$ cat src/usc_pkg.sv
// Package: register map, field layout, encodings and carriers for the serial control block
package usc_pkg;
	// Register byte offsets
	localparam logic [7:0] OFF_CMD   = 8'h00;
	localparam logic [7:0] OFF_CFG   = 8'h04;
	localparam logic [7:0] OFF_IEN_S = 8'h08;
	localparam logic [7:0] OFF_IEN_C = 8'h0c;
	localparam logic [7:0] OFF_IEN   = 8'h10;
	localparam logic [7:0] OFF_FLAGS = 8'h14;
	localparam logic [7:0] OFF_RXC   = 8'h18;
	localparam logic [7:0] OFF_TXC   = 8'h1c;
	localparam logic [7:0] OFF_BRD   = 8'h20;
	localparam logic [7:0] OFF_RTO   = 8'h24;
	localparam logic [7:0] OFF_TTG   = 8'h28;
	localparam logic [7:0] OFF_FIDI  = 8'h40;
	localparam logic [7:0] OFF_NER   = 8'h44;
	localparam logic [7:0] OFF_IRF   = 8'h4c;
	localparam logic [7:0] OFF_WLC   = 8'he4;
	localparam logic [7:0] OFF_WLV   = 8'he8;
	// Reset values
	localparam logic [31:0] RST_ZERO = 32'h0000_0000;
	localparam logic [31:0] RST_FIDI = 32'h0000_0174;
	// Command bit positions
	localparam int C_RXRST = 2;
	localparam int C_TXRST = 3;
	localparam int C_RXON  = 4;
	localparam int C_RXOFF = 5;
	localparam int C_TXON  = 6;
	localparam int C_TXOFF = 7;
	localparam int C_CLRST = 8;
	localparam int C_BRKB  = 9;
	localparam int C_BRKE  = 10;
	localparam int C_TOB   = 11;
	localparam int C_ADDR  = 12;
	localparam int C_CLRIT = 13;
	localparam int C_CLRNK = 14;
	localparam int C_TOR   = 15;
	localparam int C_RTSL  = 18;
	localparam int C_RTSH  = 19;
	// Status bit positions
	localparam int F_BREAK_RECEIVED_FLAG = 2;
	localparam int F_OVR   = 5;
	localparam int F_FRM   = 6;
	localparam int F_PAR   = 7;
	localparam int F_TMO   = 8;
	localparam int F_TXE   = 9;
	localparam int F_UNR   = 10;
	localparam int F_NACK  = 13;
	// Configuration fields
	localparam int CFG_MODE_LSB = 0;
	localparam int CFG_CLK_LSB  = 4;
	localparam int CFG_PAR_LSB  = 9;
	localparam int CFG_CHM_LSB  = 14;
	// Protection fields and key
	localparam int WL_KEY_LSB = 8;
	localparam logic [23:0] WL_KEY = 24'h55_5341;
	// Break tail in bit periods, clock cycles per bit period, and the multidrop parity code
	localparam int BRK_TAIL_BITS = 12;
	localparam logic [5:0] BIT_CYC = 6'd16;
	localparam logic [2:0] PAR_MULTIDROP = 3'd6;

	typedef enum logic [1:0] {ROUTE_NORMAL, ROUTE_ECHO, ROUTE_LOCAL, ROUTE_REMOTE} usc_route_e;
	typedef enum logic [3:0] {
		OPM_NORMAL = 4'h0, OPM_RS485 = 4'h1, OPM_HANDSHAKE = 4'h2, OPM_CARD0 = 4'h4,
		OPM_CARD1 = 4'h6, OPM_INFRARED = 4'h8, OPM_SPI_M = 4'he, OPM_SPI_S = 4'hf
	} usc_opmode_e;
	typedef enum logic [1:0] {CLK_MASTER = 2'd0, CLK_DIV8 = 2'd1, CLK_RSVD = 2'd2, CLK_EXT = 2'd3} usc_clksrc_e;

	typedef struct packed {
		logic       cyc;
		logic       stb;
		logic       we;
		logic [3:0] sel;
		logic [7:0] adr;
		logic [31:0] dat;
	} usc_wb_req_s;

	typedef struct packed {
		logic tx_line;
		logic rx_line;
	} usc_lines_s;
endpackage : usc_pkg

$ cat src/usc_sync.sv
// Two-flop synchroniser for pin inputs
`timescale 1ns/1ns
module usc_sync (
	input  wire logic clk_i,
	input  wire logic rst_i,
	input  wire logic ce_i,
	input  wire logic d_i,
	output logic      q_o
);
	logic meta_r;
	always_ff @(posedge clk_i) begin
		if (rst_i) begin
			meta_r <= 1'b1;
			q_o    <= 1'b1;
		end else if (ce_i) begin
			meta_r <= d_i;
			q_o    <= meta_r;
		end
	end
endmodule : usc_sync

$ cat src/usc_route.sv
// Channel routing between pins, transmitter and receiver
`timescale 1ns/1ns
module usc_route (
	input  wire logic              clk_i,
	input  wire logic              rst_i,
	input  wire logic              ce_i,
	input  wire usc_pkg::usc_route_e route_i,
	input  wire usc_pkg::usc_lines_s core_i,
	input  wire logic              rxd_i,
	output logic                   txd_o,
	output logic                   rx_core_o
);
	import usc_pkg::*;
	always_ff @(posedge clk_i) begin
		if (rst_i) begin
			txd_o     <= 1'b1;
			rx_core_o <= 1'b1;
		end else if (ce_i) begin
			unique case (route_i)
				ROUTE_NORMAL: begin
					txd_o     <= core_i.tx_line;
					rx_core_o <= rxd_i;
				end
				ROUTE_ECHO: begin
					txd_o     <= rxd_i;
					rx_core_o <= rxd_i;
				end
				ROUTE_LOCAL: begin
					txd_o     <= 1'b1;
					rx_core_o <= core_i.tx_line;
				end
				ROUTE_REMOTE: begin
					txd_o     <= rxd_i;
					rx_core_o <= 1'b1;
				end
			endcase
		end
	end
endmodule : usc_route

$ cat src/usc_ctrl.sv
`timescale 1ns/1ns
module usc_ctrl (
	input  wire logic      clk_i,
	input  wire logic      rst_i,
	input  wire logic      ce_i,
	input  wire logic      cyc_i,
	input  wire logic      stb_i,
	input  wire logic      we_i,
	input  wire logic [3:0] sel_i,
	input  wire logic [7:0] adr_i,
	input  wire logic [31:0] dat_i,
	output logic [31:0]    dat_o,
	output logic           ack_o,
	input  wire logic      rxd_i,
	input  wire logic      tx_core_i,
	input  wire logic      tx_idle_i,
	input  wire logic      rx_char_i,
	input  wire logic      par_err_i,
	input  wire logic      frm_err_i,
	input  wire logic      ovr_err_i,
	input  wire logic      unr_err_i,
	input  wire logic      rx_brk_i,
	input  wire logic      nack_i,
	input  wire logic      iter_i,
	input  wire logic      tmo_i,
	output logic           txd_o,
	output logic           rx_core_o,
	output logic           rts_n_o,
	output logic           tx_en_o,
	output logic           rx_en_o,
	output logic           tx_rst_o,
	output logic           rx_rst_o,
	output logic           addr_bit_o,
	output logic           brk_o,
	output logic           idle_wait_o,
	output logic [3:0]     op_mode_o,
	output logic [1:0]     clk_src_o
);
	import usc_pkg::*;

	logic [31:0] cfg_r, brd_r, rto_r, ttg_r, fidi_r, irf_r, ien_r;
	logic        write_lock_enable_r;
	logic        write_lock_violation_flag_r;
	logic [7:0]  violation_source_r;
	logic [13:0] flags_r;
	logic        addr_pend_r;
	logic        brk_pend_r;
	logic [1:0]  brk_ph_r;
	logic [9:0]  brk_cnt_r;
	logic        rxd_s;
	logic        wr, rd, cmd_wr, prot_hit, key_ok, spi_m, card;
	logic [31:0] cmd, rdata;
	usc_lines_s  core_lines;
	usc_route_e  route;

	usc_sync u_rx_sync (
		.clk_i (clk_i),
		.rst_i (rst_i),
		.ce_i  (ce_i),
		.d_i   (rxd_i),
		.q_o   (rxd_s)
	);

	assign route = usc_route_e'(cfg_r[CFG_CHM_LSB +: 2]);
	// One driver for the whole carrier; a break overrides the transmitter line
	assign core_lines = '{tx_line: brk_o ? 1'b0 : tx_core_i, rx_line: rxd_s};

	usc_route u_route (
		.clk_i     (clk_i),
		.rst_i     (rst_i),
		.ce_i      (ce_i),
		.route_i   (route),
		.core_i    (core_lines),
		.rxd_i     (rxd_s),
		.txd_o     (txd_o),
		.rx_core_o (rx_core_o)
	);

	// Bus decode; each access acknowledged one cycle after the strobe
	assign wr      = cyc_i && stb_i && we_i && !ack_o;
	assign rd      = cyc_i && stb_i && !we_i && !ack_o;
	assign cmd_wr  = wr && (adr_i == OFF_CMD) && sel_i[0] && sel_i[1] && sel_i[2];
	assign cmd     = cmd_wr ? dat_i : RST_ZERO;
	assign key_ok  = dat_i[31:WL_KEY_LSB] == WL_KEY;
	assign prot_hit = wr && write_lock_enable_r && (adr_i == OFF_CFG || adr_i == OFF_BRD || adr_i == OFF_RTO ||
		adr_i == OFF_TTG || adr_i == OFF_FIDI || adr_i == OFF_IRF);
	assign op_mode_o = cfg_r[CFG_MODE_LSB +: 4];
	assign clk_src_o = cfg_r[CFG_CLK_LSB +: 2];
	assign spi_m   = op_mode_o == OPM_SPI_M;
	assign card    = op_mode_o == OPM_CARD0 || op_mode_o == OPM_CARD1;

	always_ff @(posedge clk_i) begin
		if (rst_i)
			ack_o <= 1'b0;
		else if (ce_i)
			ack_o <= cyc_i && stb_i && !ack_o;
	end

	// Protected configuration registers
	always_ff @(posedge clk_i) begin
		if (rst_i) begin
			cfg_r  <= RST_ZERO;
			brd_r  <= RST_ZERO;
			rto_r  <= RST_ZERO;
			ttg_r  <= RST_ZERO;
			fidi_r <= RST_FIDI;
			irf_r  <= RST_ZERO;
		end else if (ce_i && wr && !write_lock_enable_r) begin
			unique case (adr_i)
				OFF_CFG:  cfg_r  <= dat_i;
				OFF_BRD:  brd_r  <= dat_i;
				OFF_RTO:  rto_r  <= dat_i;
				OFF_TTG:  ttg_r  <= dat_i;
				OFF_FIDI: fidi_r <= dat_i;
				OFF_IRF:  irf_r  <= dat_i;
				default: ;
			endcase
		end
	end

	// Write protection: enable, violation flag and its source
	always_ff @(posedge clk_i) begin
		if (rst_i) begin
			write_lock_enable_r         <= 1'b0;
			write_lock_violation_flag_r <= 1'b0;
			violation_source_r          <= 8'h00;
		end else if (ce_i) begin
			if (wr && adr_i == OFF_WLC && key_ok) begin
				write_lock_enable_r         <= dat_i[0];
				write_lock_violation_flag_r <= 1'b0;
			end
			if (prot_hit) begin
				write_lock_violation_flag_r <= 1'b1;
				violation_source_r          <= adr_i;
			end
		end
	end

	always_ff @(posedge clk_i) begin
		if (rst_i)
			ien_r <= RST_ZERO;
		else if (ce_i && wr && adr_i == OFF_IEN_S)
			ien_r <= ien_r | dat_i;
		else if (ce_i && wr && adr_i == OFF_IEN_C)
			ien_r <= ien_r & ~dat_i;
	end

	// Transmitter and receiver enables and resets
	always_ff @(posedge clk_i) begin
		if (rst_i) begin
			tx_en_o  <= 1'b0;
			rx_en_o  <= 1'b0;
			tx_rst_o <= 1'b0;
			rx_rst_o <= 1'b0;
		end else if (ce_i) begin
			tx_rst_o <= cmd[C_TXRST];
			rx_rst_o <= cmd[C_RXRST];
			if (route == ROUTE_REMOTE || cmd[C_TXOFF] || cmd[C_TXRST])
				tx_en_o <= 1'b0;
			else if (cmd[C_TXON])
				tx_en_o <= 1'b1;
			if (route == ROUTE_REMOTE || cmd[C_RXOFF] || cmd[C_RXRST])
				rx_en_o <= 1'b0;
			else if (cmd[C_RXON])
				rx_en_o <= 1'b1;
		end
	end

	// Status flags: a hardware event wins over a simultaneous clear
	always_ff @(posedge clk_i) begin
		if (rst_i)
			flags_r <= 14'h0000;
		else if (ce_i) begin
			if (cmd[C_CLRST]) begin
				flags_r[F_PAR]   <= 1'b0;
				flags_r[F_FRM]   <= 1'b0;
				flags_r[F_OVR]   <= 1'b0;
				flags_r[F_UNR]   <= 1'b0;
				flags_r[F_BREAK_RECEIVED_FLAG] <= 1'b0;
			end
			if (cmd[C_TOB])
				flags_r[F_TMO] <= 1'b0;
			if (cmd[C_CLRIT] && card)
				flags_r[F_UNR] <= 1'b0;
			if (cmd[C_CLRNK])
				flags_r[F_NACK] <= 1'b0;
			if (par_err_i) flags_r[F_PAR] <= 1'b1;
			if (frm_err_i) flags_r[F_FRM] <= 1'b1;
			if (ovr_err_i) flags_r[F_OVR] <= 1'b1;
			if (unr_err_i || iter_i) flags_r[F_UNR] <= 1'b1;
			if (rx_brk_i)  flags_r[F_BREAK_RECEIVED_FLAG] <= 1'b1;
			if (nack_i)    flags_r[F_NACK] <= 1'b1;
			if (tmo_i && !idle_wait_o) flags_r[F_TMO] <= 1'b1;
		end
	end

	// Time-out wait for first character; rearm restarts the wait
	always_ff @(posedge clk_i) begin
		if (rst_i)
			idle_wait_o <= 1'b0;
		else if (ce_i) begin
			if (cmd[C_TOB] || cmd[C_TOR])
				idle_wait_o <= 1'b1;
			else if (rx_char_i)
				idle_wait_o <= 1'b0;
		end
	end

	// Address marker for the next character, multidrop parity only
	always_ff @(posedge clk_i) begin
		if (rst_i) begin
			addr_pend_r <= 1'b0;
			addr_bit_o  <= 1'b0;
		end else if (ce_i) begin
			if (wr && adr_i == OFF_TXC) begin
				addr_bit_o  <= addr_pend_r;
				addr_pend_r <= 1'b0;
			end else if (cmd[C_ADDR] && cfg_r[CFG_PAR_LSB +: 3] == PAR_MULTIDROP)
				addr_pend_r <= 1'b1;
		end
	end

	// Break: wait empty, hold low at least one character, then twelve high bits
	always_ff @(posedge clk_i) begin
		if (rst_i) begin
			brk_pend_r <= 1'b0;
			brk_ph_r   <= 2'd0;
			brk_cnt_r  <= 10'd0;
			brk_o      <= 1'b0;
		end else if (ce_i) begin
			if (brk_cnt_r != 10'd0)
				brk_cnt_r <= brk_cnt_r - 10'd1;
			if (cmd[C_BRKB] && !brk_o && brk_ph_r == 2'd0)
				brk_pend_r <= 1'b1;
			if (brk_pend_r && tx_idle_i) begin
				brk_pend_r <= 1'b0;
				brk_o      <= 1'b1;
				brk_ph_r   <= 2'd1;
				brk_cnt_r  <= 10'(BIT_CYC * 6'd10);
			end else if (brk_ph_r == 2'd1 && cmd[C_BRKE])
				brk_ph_r <= 2'd2;
			else if (brk_ph_r == 2'd2 && brk_cnt_r == 10'd0) begin
				brk_o     <= 1'b0;
				brk_ph_r  <= 2'd3;
				brk_cnt_r <= 10'(BIT_CYC * 6'(BRK_TAIL_BITS));
			end else if (brk_ph_r == 2'd3 && brk_cnt_r == 10'd0)
				brk_ph_r <= 2'd0;
		end
	end

	// Request-to-send and SPI slave select share the pin
	always_ff @(posedge clk_i) begin
		if (rst_i)
			rts_n_o <= 1'b1;
		else if (ce_i) begin
			if (cmd[C_RTSH])
				rts_n_o <= 1'b1;
			else if (cmd[C_RTSL])
				rts_n_o <= 1'b0;
		end
	end

	always_comb begin
		rdata = RST_ZERO;
		unique case (adr_i)
			OFF_CFG:   rdata = cfg_r;
			OFF_IEN:   rdata = ien_r;
			OFF_FLAGS: rdata = {18'h0_0000, flags_r} | {22'h00_0000, tx_en_o & tx_idle_i, 9'h000};
			OFF_BRD:   rdata = brd_r;
			OFF_RTO:   rdata = rto_r;
			OFF_TTG:   rdata = ttg_r;
			OFF_FIDI:  rdata = fidi_r;
			OFF_IRF:   rdata = irf_r;
			OFF_WLC:   rdata = {31'h0000_0000, write_lock_enable_r};
			OFF_WLV:   rdata = {16'h0000, violation_source_r, 7'h00, write_lock_violation_flag_r};
			default:   rdata = RST_ZERO;
		endcase
	end

	always_ff @(posedge clk_i) begin
		if (rst_i)
			dat_o <= RST_ZERO;
		else if (ce_i)
			dat_o <= rd ? rdata : RST_ZERO;
	end

	a_lock_blocks_cfg: assert property (@(posedge clk_i) disable iff (rst_i)
		ce_i && wr && write_lock_enable_r && adr_i == OFF_CFG |=> $stable(cfg_r))
		else $error("locked configuration changed");
	a_violation_set: assert property (@(posedge clk_i) disable iff (rst_i)
		ce_i && prot_hit |=> write_lock_violation_flag_r && violation_source_r == $past(adr_i))
		else $error("violation not recorded");
	a_wrong_key_kept: assert property (@(posedge clk_i) disable iff (rst_i)
		ce_i && wr && adr_i == OFF_WLC && !key_ok |=> $stable(write_lock_enable_r))
		else $error("wrong key changed lock");
	a_local_tx_high: assert property (@(posedge clk_i) disable iff (rst_i)
		ce_i && route == ROUTE_LOCAL ##1 ce_i && route == ROUTE_LOCAL |-> txd_o)
		else $error("transmit pin not high in local loopback");
	a_echo_copy: assert property (@(posedge clk_i) disable iff (rst_i)
		ce_i && route == ROUTE_ECHO |=> txd_o == $past(rxd_s))
		else $error("echo did not copy receive line");
	a_remote_off: assert property (@(posedge clk_i) disable iff (rst_i)
		ce_i && route == ROUTE_REMOTE |=> !tx_en_o && !rx_en_o)
		else $error("remote loopback left side enabled");
	a_enable_loses: assert property (@(posedge clk_i) disable iff (rst_i)
		ce_i && cmd[C_TXON] && cmd[C_TXOFF] |=> !tx_en_o)
		else $error("enable won over disable");
	a_rts_low: assert property (@(posedge clk_i) disable iff (rst_i)
		ce_i && cmd[C_RTSL] && !cmd[C_RTSH] |=> !rts_n_o)
		else $error("rts not driven low");
	a_status_clear: assert property (@(posedge clk_i) disable iff (rst_i)
		ce_i && cmd[C_CLRST] && !par_err_i |=> !flags_r[F_PAR])
		else $error("parity flag not cleared");
	a_strobe_pulse: assert property (@(posedge clk_i) disable iff (rst_i)
		tx_rst_o |=> !tx_rst_o || $past(cmd[C_TXRST]))
		else $error("reset strobe held");
endmodule : usc_ctrl

$ cat config.mk
export PLATFORM = sky130hd
export DESIGN_NAME = usc_ctrl
export DESIGN_NICKNAME = d
export VERILOG_FILES = /design/src/usc_pkg.sv /design/src/usc_sync.sv /design/src/usc_route.sv /design/src/usc_ctrl.sv
export SDC_FILE = /design/constraint.sdc
export NUM_CORES = 1
export LEC_CHECK = 0
export ABC_AREA = 1
export ABC_CLOCK_PERIOD_IN_PS = 1790
export BUFFER_PORTS_ARGS = -buffer_cell sky130_fd_sc_hd__buf_4
export CORE_MARGIN = 1
export CORE_UTILIZATION = 35
export DETAILED_ROUTE_END_ITERATION = 7
export PLACE_DENSITY_LB_ADDON = 0.05
export SLEW_MARGIN = 0
export SYNTH_ARGS = -nofsm -noshare
export SYNTH_HDL_FRONTEND = slang
export SYNTH_HIERARCHICAL = 1
export SYNTH_SLANG_ARGS = --single-unit
export TNS_END_PERCENT = 10
$ cat constraint.sdc
create_clock -name clk_i -period 1.79 [get_ports clk_i]
set_input_delay 0.2685 -clock clk_i [delete_from_list [all_inputs] [get_ports clk_i]]
set_output_delay 0.2685 -clock clk_i [all_outputs]
set_load 0.05 [all_outputs]
Yosys cells after proc, flatten, opt, wreduce, memory -nomap -nowiden --
Index checks and enable logic that the tools add are counted.
Word-level totals: register bits after elaboration 300, bits of input ports 62, output and inout port bits 49, word-level logic and storage cells 204
Operators by class: add/sub/neg operators 1, eq/ne operators 24, mux-type cells 45, bitwise gates (word level) 5, reduce and logical (&&, ||, !) cells 94
Operator list (number):
- $pmux 32 s10 | 1
- $mux 32 | 3
- $reduce_and 2->1 | 24
- $mux 10 | 4
- $and 32x32->32 | 1
- $not 32->32 | 1
- $or 32x32->32 | 1
- $reduce_bool 2->1 | 15
- $mux 1 | 29
- $logic_and 1x1->1 | 28
- $eq 24x23->1 const B | 1
- $eq 8x5->1 const B | 3
- $eq 8x6->1 const B | 3
- $mux 20 | 1
- $eq 8x4->1 const B | 2
- $eq 8x7->1 const B | 2
- $eq 8x8->1 const B | 2
- $or 14x10->14 | 1
- $logic_or 1x1->1 | 12
- $logic_not 10->1 | 1
- $reduce_bool 10->1 | 1
- $sub 10x1->10 const B | 1
- $eq 2x2->1 const B | 4
- $eq 4x3->1 const B | 2
- 15 further kinds | 26

Logic depth before layout (Yosys ltp) --
depth after elaboration 12, gate-level depth with buffers 12

Modules after synthesis --
The synthesis kept the hierarchy.
Modules (own cells, without submodules):
- usc_ctrl | times used 1, cells each 1768, area an instance 13051.3 um2, sequential area each 5925.7 um2
- usc_route | times used 1, cells each 17, area an instance 108.9 um2, sequential area each 40.0 um2
- usc_sync | times used 1, cells each 10, area an instance 72.6 um2, sequential area each 40.0 um2

Least setup slack after synthesis --
No wires, ideal clock.
kind register -> register, start register ack_o, end register fidi_r[2], setup time 123 ps, arrival 1710 ps, required time 1667 ps, slack -43 ps, cell stages (with the launch flop) 12, path buffers 2, clock period less this slack 1833 ps, cell sequence dfxtp_1 > nor2_2 > nand2_2 > nor2_4 > inv_2 > nor2_4 > inv_4 > nor2_4 > buf_6 > buf_6 > a21oi_1 > o21ai_0
On the way: word-level cells in the longest chain between the ends 5
Ends and longest elaborated chain:
- start, declared | line usc_ctrl.sv:13 | output logic ack_o,
- start signal, assigned | line usc_ctrl.sv:96 | ack_o <= cyc_i && stb_i && !ack_o;
- $logic_not 1->1 | line usc_ctrl.sv:80 | assign wr = cyc_i && stb_i && we_i && !ack_o;
- $logic_and 1x1->1 | line usc_ctrl.sv:80
- $logic_and 1x1->1 (2 in a row) | line usc_ctrl.sv:108 | end else if (ce_i && wr && !write_lock_enable_r) begin
- $reduce_and 2->1 (no line)
- end signal, assigned | line usc_ctrl.sv:114 | OFF_FIDI: fidi_r <= dat_i;
- end, declared | line usc_ctrl.sv:41 | logic [31:0] cfg_r, brd_r, rto_r, ttg_r, fidi_r, irf_r, ien_r;
Every way passes these cells. A chain may end at the register's enable or synchronous reset.

Worst setup path in the final report --
start register ack_o, end register fidi_r[29]
The elaborated chain is that of the path after synthesis.

==> impl_metrics.env <==
export IMPL_synth_largest_type_area_fraction_pct=45.4
export IMPL_grt_use_met3_pct=3.22
export IMPL_max_capacitance_violation_count=0
export IMPL_initial_core_util_pct=35.9
export IMPL_postSynthCellCount=1795
export IMPL_crit_required_ps=2230
export IMPL_worst_setup_path_startpoint="ack_o"
export IMPL_gpl_final_weighted_congestion=0.824
export IMPL_grt_max_degree=67
export IMPL_grt_pass1_vias=11700
export IMPL_p_leak_nw=7.20
export IMPL_worst_clock_skew_ps=12.3
export IMPL_detail_routed_via_count_per_cell=5.07
export IMPL_syn_area_um2=13200
export IMPL_reg2reg_slack_ps=60
export IMPL_cts_htree_levels=2
export IMPL_placed_wire_length_estimate_after_detailed_placement_um=31100
export IMPL_antenna_found_initial=0
export IMPL_chipWidth_um=196
export IMPL_ys_types=38
export IMPL_internal_power_mw=11.6
export IMPL_synthesis_yosys_warnings=6
export IMPL_max_freq_mhz=577
export IMPL_worst_ep_arrival_time_ps=2180
export IMPL_antenna_cells_inserted=0
export IMPL_power_combinational_fraction_pct=10.6
export IMPL_synth_most_common_cell="sky130_fd_sc_hd__nand2_1"
export IMPL_ys_seq_area_share_pct=45.4
export IMPL_core_area_um2=36900
export IMPL_combinational_family_with_the_most_area_after_synthesis="simple AND/OR/NAND/NOR gates"
export IMPL_power_net_switching_mw=4.00
export IMPL_critical_path_max_fanout=10
export IMPL_netlist_top_cell_by_area="sky130_fd_sc_hd__dfxtp_1"
export IMPL_std_cell_rows=70
export IMPL_portBuffers=109
export IMPL_drt_wirelength_per_cell_um=19.1
export IMPL_synth_compound_gate_area_share_pct=22.1
export IMPL_grt_pass1_wl_um=70700
export IMPL_grt_ovfl_total=0
export IMPL_setup_viol_count_final=0
export IMPL_vias=12500
export IMPL_yosys_area_share_adder_pct=0.189
export IMPL_timing_final_hold_violations=0
export IMPL_min_path_type="in2reg"
export IMPL_wirelength_um=46900
export IMPL_r2r_end="fidi_r[29]"
export IMPL_worst_pin_slew_ps=715
export IMPL_irDropWorstVdd_uv=623
export IMPL_startpoint_of_the_worst_slack_reg_to_reg_timing_path="ack_o"
export IMPL_area_growth_syn_to_layout_pct=25.8
export IMPL_synth_nets=1859
export IMPL_die_height_um=196
export IMPL_synthXorXnorAreaFrac_pct=0.397
export IMPL_layout_setup_ws_ps=58.1
export IMPL_clk_pin_slew_ps=60
export IMPL_criticalPathCategory="reg2reg"
export IMPL_cts_sinks=300
export IMPL_synth_mux_area_share_pct=0
export IMPL_drcViolationCount=0
export IMPL_layout_drive_gt1_share_pct=16.6
export IMPL_iter_0_drt_violations=709
export IMPL_synth_commonest_cells="325 x sky130_fd_sc_hd__nand2_1, 300 x sky130_fd_sc_hd__dfxtp_1, 246 x sky130_fd_sc_hd__a21oi_1"
export IMPL_power_density_nw_per_um2=939
export IMPL_grtUsageTotal_pct=24.1
export IMPL_synthSimpleGateAreaFrac_pct=23.1
export IMPL_whs_endpoint="flags_r[2]"
export IMPL_grt_util_met2_pct=38.6
export IMPL_clock_tree_buffer_depth=3
export IMPL_min_path_cells=3
export IMPL_clock_insertion_delay_worst_skew_ps=520
export IMPL_cts_root_buffer_cell="sky130_fd_sc_hd__clkbuf_16"
export IMPL_end_kind="register"
export IMPL_ys_ff_latch=300
export IMPL_power_share_clock_pct=45.3
export IMPL_global_route_peak_usage_layer="met2"
export IMPL_worstHoldStart="rx_brk_i"
export IMPL_cts_tree="done"
export IMPL_gr_usage_met1_pct=33.5
export IMPL_synth_edf_count=0
export IMPL_synth_avg_cell_area_um2=7.37
export IMPL_num_fill_cells=3741
export IMPL_cp_start_kind="register"
export IMPL_report_final_slew_viol_count=0
export IMPL_worst_r2r_path_depth=11
export IMPL_ys_top_cells_by_area="sky130_fd_sc_hd__dfxtp_1 45%, sky130_fd_sc_hd__a21oi_1 9.3%, sky130_fd_sc_hd__nand2_1 9.2%"
export IMPL_final_net_count=1999
export IMPL_sequentialPowerShare_pct=44.1
export IMPL_status="complete, no violations"
export IMPL_drt_pre_antenna_iters=5
export IMPL_synth_main_ff_cell="sky130_fd_sc_hd__dfxtp_1"
export IMPL_max_slew_margin_pct=52.4
export IMPL_unrepaired_setup_endpoints_after_global_routing="true"
export IMPL_die_area_um2=38600
export IMPL_antenna_violating_nets_post_route=0
export IMPL_final_period_utilization_pct=96.8
export IMPL_minimum_clock_period_ps=1730
export IMPL_synth_async_sr_flop_share_pct=0
export IMPL_numCtsBuffers=36
export IMPL_design_power_total_mw=15.6
export IMPL_preCtsSetupSlack_ps=-107
export IMPL_netSwitchingFraction_pct=25.6
export IMPL_pin_count=111
==> layout make-up <==
class / instances / area (um2) / share of cell area (%)
Sequential cell: 300 / 6010 / 36.1
Multi-Input combinational cell: 1234 / 6090 / 36.6
Tap cell: 504 / 631 / 3.79
Timing Repair Buffer: 225 / 2270 / 13.7
Clock inverter: 7 / 63.8 / 0.383
Clock buffer: 53 / 1060 / 6.34
Inverter: 138 / 528 / 3.17
==> stage by stage <==
| step | utilization, % | hold WS (ps) | TNS (ps) | instances | area, um2 |
|---|---|---|---|---|---|
| after floorplan | - | 364 | 0 | 1795 | 13200 |
| after global placement | 41.8 | 434 | -6930 | 2392 | 15400 |
| after detailed placement | 41.8 | 437 | -7630 | 2392 | 15400 |
| after CTS | 44.8 | 8.01 | 0 | 2453 | 16500 |
| after global routing | 45.1 | 21.5 | -409 | 2461 | 16600 |
| final | 45.1 | 30.7 | 0 | 2461 | 16600 |
==> metal layers <==
layer  share of wire (%)  vias up
li1                    -     6315
met1                  49     5813
met2                  45      287
met3                 4.4       72
met4                 2.5        0
met5                   0        -
==> logic make-up (layout without fill, tap and decap cells) <==
family,count (synthesis),count (layout)
AND/OR/NAND/NOR,688,688
XOR/XNOR,6,6
flip-flops,300,300
AO/OA/AOI/OAI,538,538
adder cells (fa/ha/maj),2,2
buffers and inverters,261,423
==> critical path, stage by stage (launching register included) <==
cell                        delay, ps
sky130_fd_sc_hd__dfxtp_2          350
sky130_fd_sc_hd__nor2_4           120
sky130_fd_sc_hd__nand2_2           80
sky130_fd_sc_hd__nor2_4           140
sky130_fd_sc_hd__inv_2             70
sky130_fd_sc_hd__nor2_4           120
sky130_fd_sc_hd__inv_6            110
sky130_fd_sc_hd__nor2_4           170
sky130_fd_sc_hd__buf_4            150
sky130_fd_sc_hd__clkbuf_16        160
sky130_fd_sc_hd__o21ai_0           80
sky130_fd_sc_hd__a21oi_1          120
==> worst max path at each step <==
stage,end,slack (ps),depth (start not counted)
after floorplan,fidi_r[2],150,11
after global placement,dat_o[0],-120,12
after detailed placement,cfg_r[3],-110,10
after CTS,brk_cnt_r[7],40,10
after global routing,fidi_r[18],-30,11
final,fidi_r[29],60,11
==> timing repair <==
| item | in CTS | in global routing |
|---|---|---|
| setup buffers | 0 | 5 |
| endpoints found under the hold margin | 1 | 0 |
| hold buffers | 1 | 0 |
| resized for setup | 0 | 5 |
| endpoints found under the setup margin | 0 | 43 |
==> power groups by stage <==
stage	Clock (mW)	Combinational [mW]	Sequential, mW
finish	7.07	1.66	6.89
global route	7.50	1.83	6.91
CTS	7.23	1.56	6.89
detailed placement	0	1.54	7.04
global placement	0	1.54	7.04
floorplan	0	0.991	7.03
==> placed cells by master (no fill, tap or decap), drive strengths merged <==
cell and count:
a21o 1, a21oi 248, a31oi 1, buf 222
bufinv 1, clkbuf 55, clkinv 19, dfxtp 300
dlygate4sd3 1, ha 2, inv 125, nand2 334
nand3 165, nand3b 3, nand4 8, nor2 165
nor3 10, nor4 2, o211a 2, o211ai 6
o21ai 236, o21bai 12, o311a 32, or2 1
xor2 6
No activity file was read; power rests on OpenSTA's default activity.
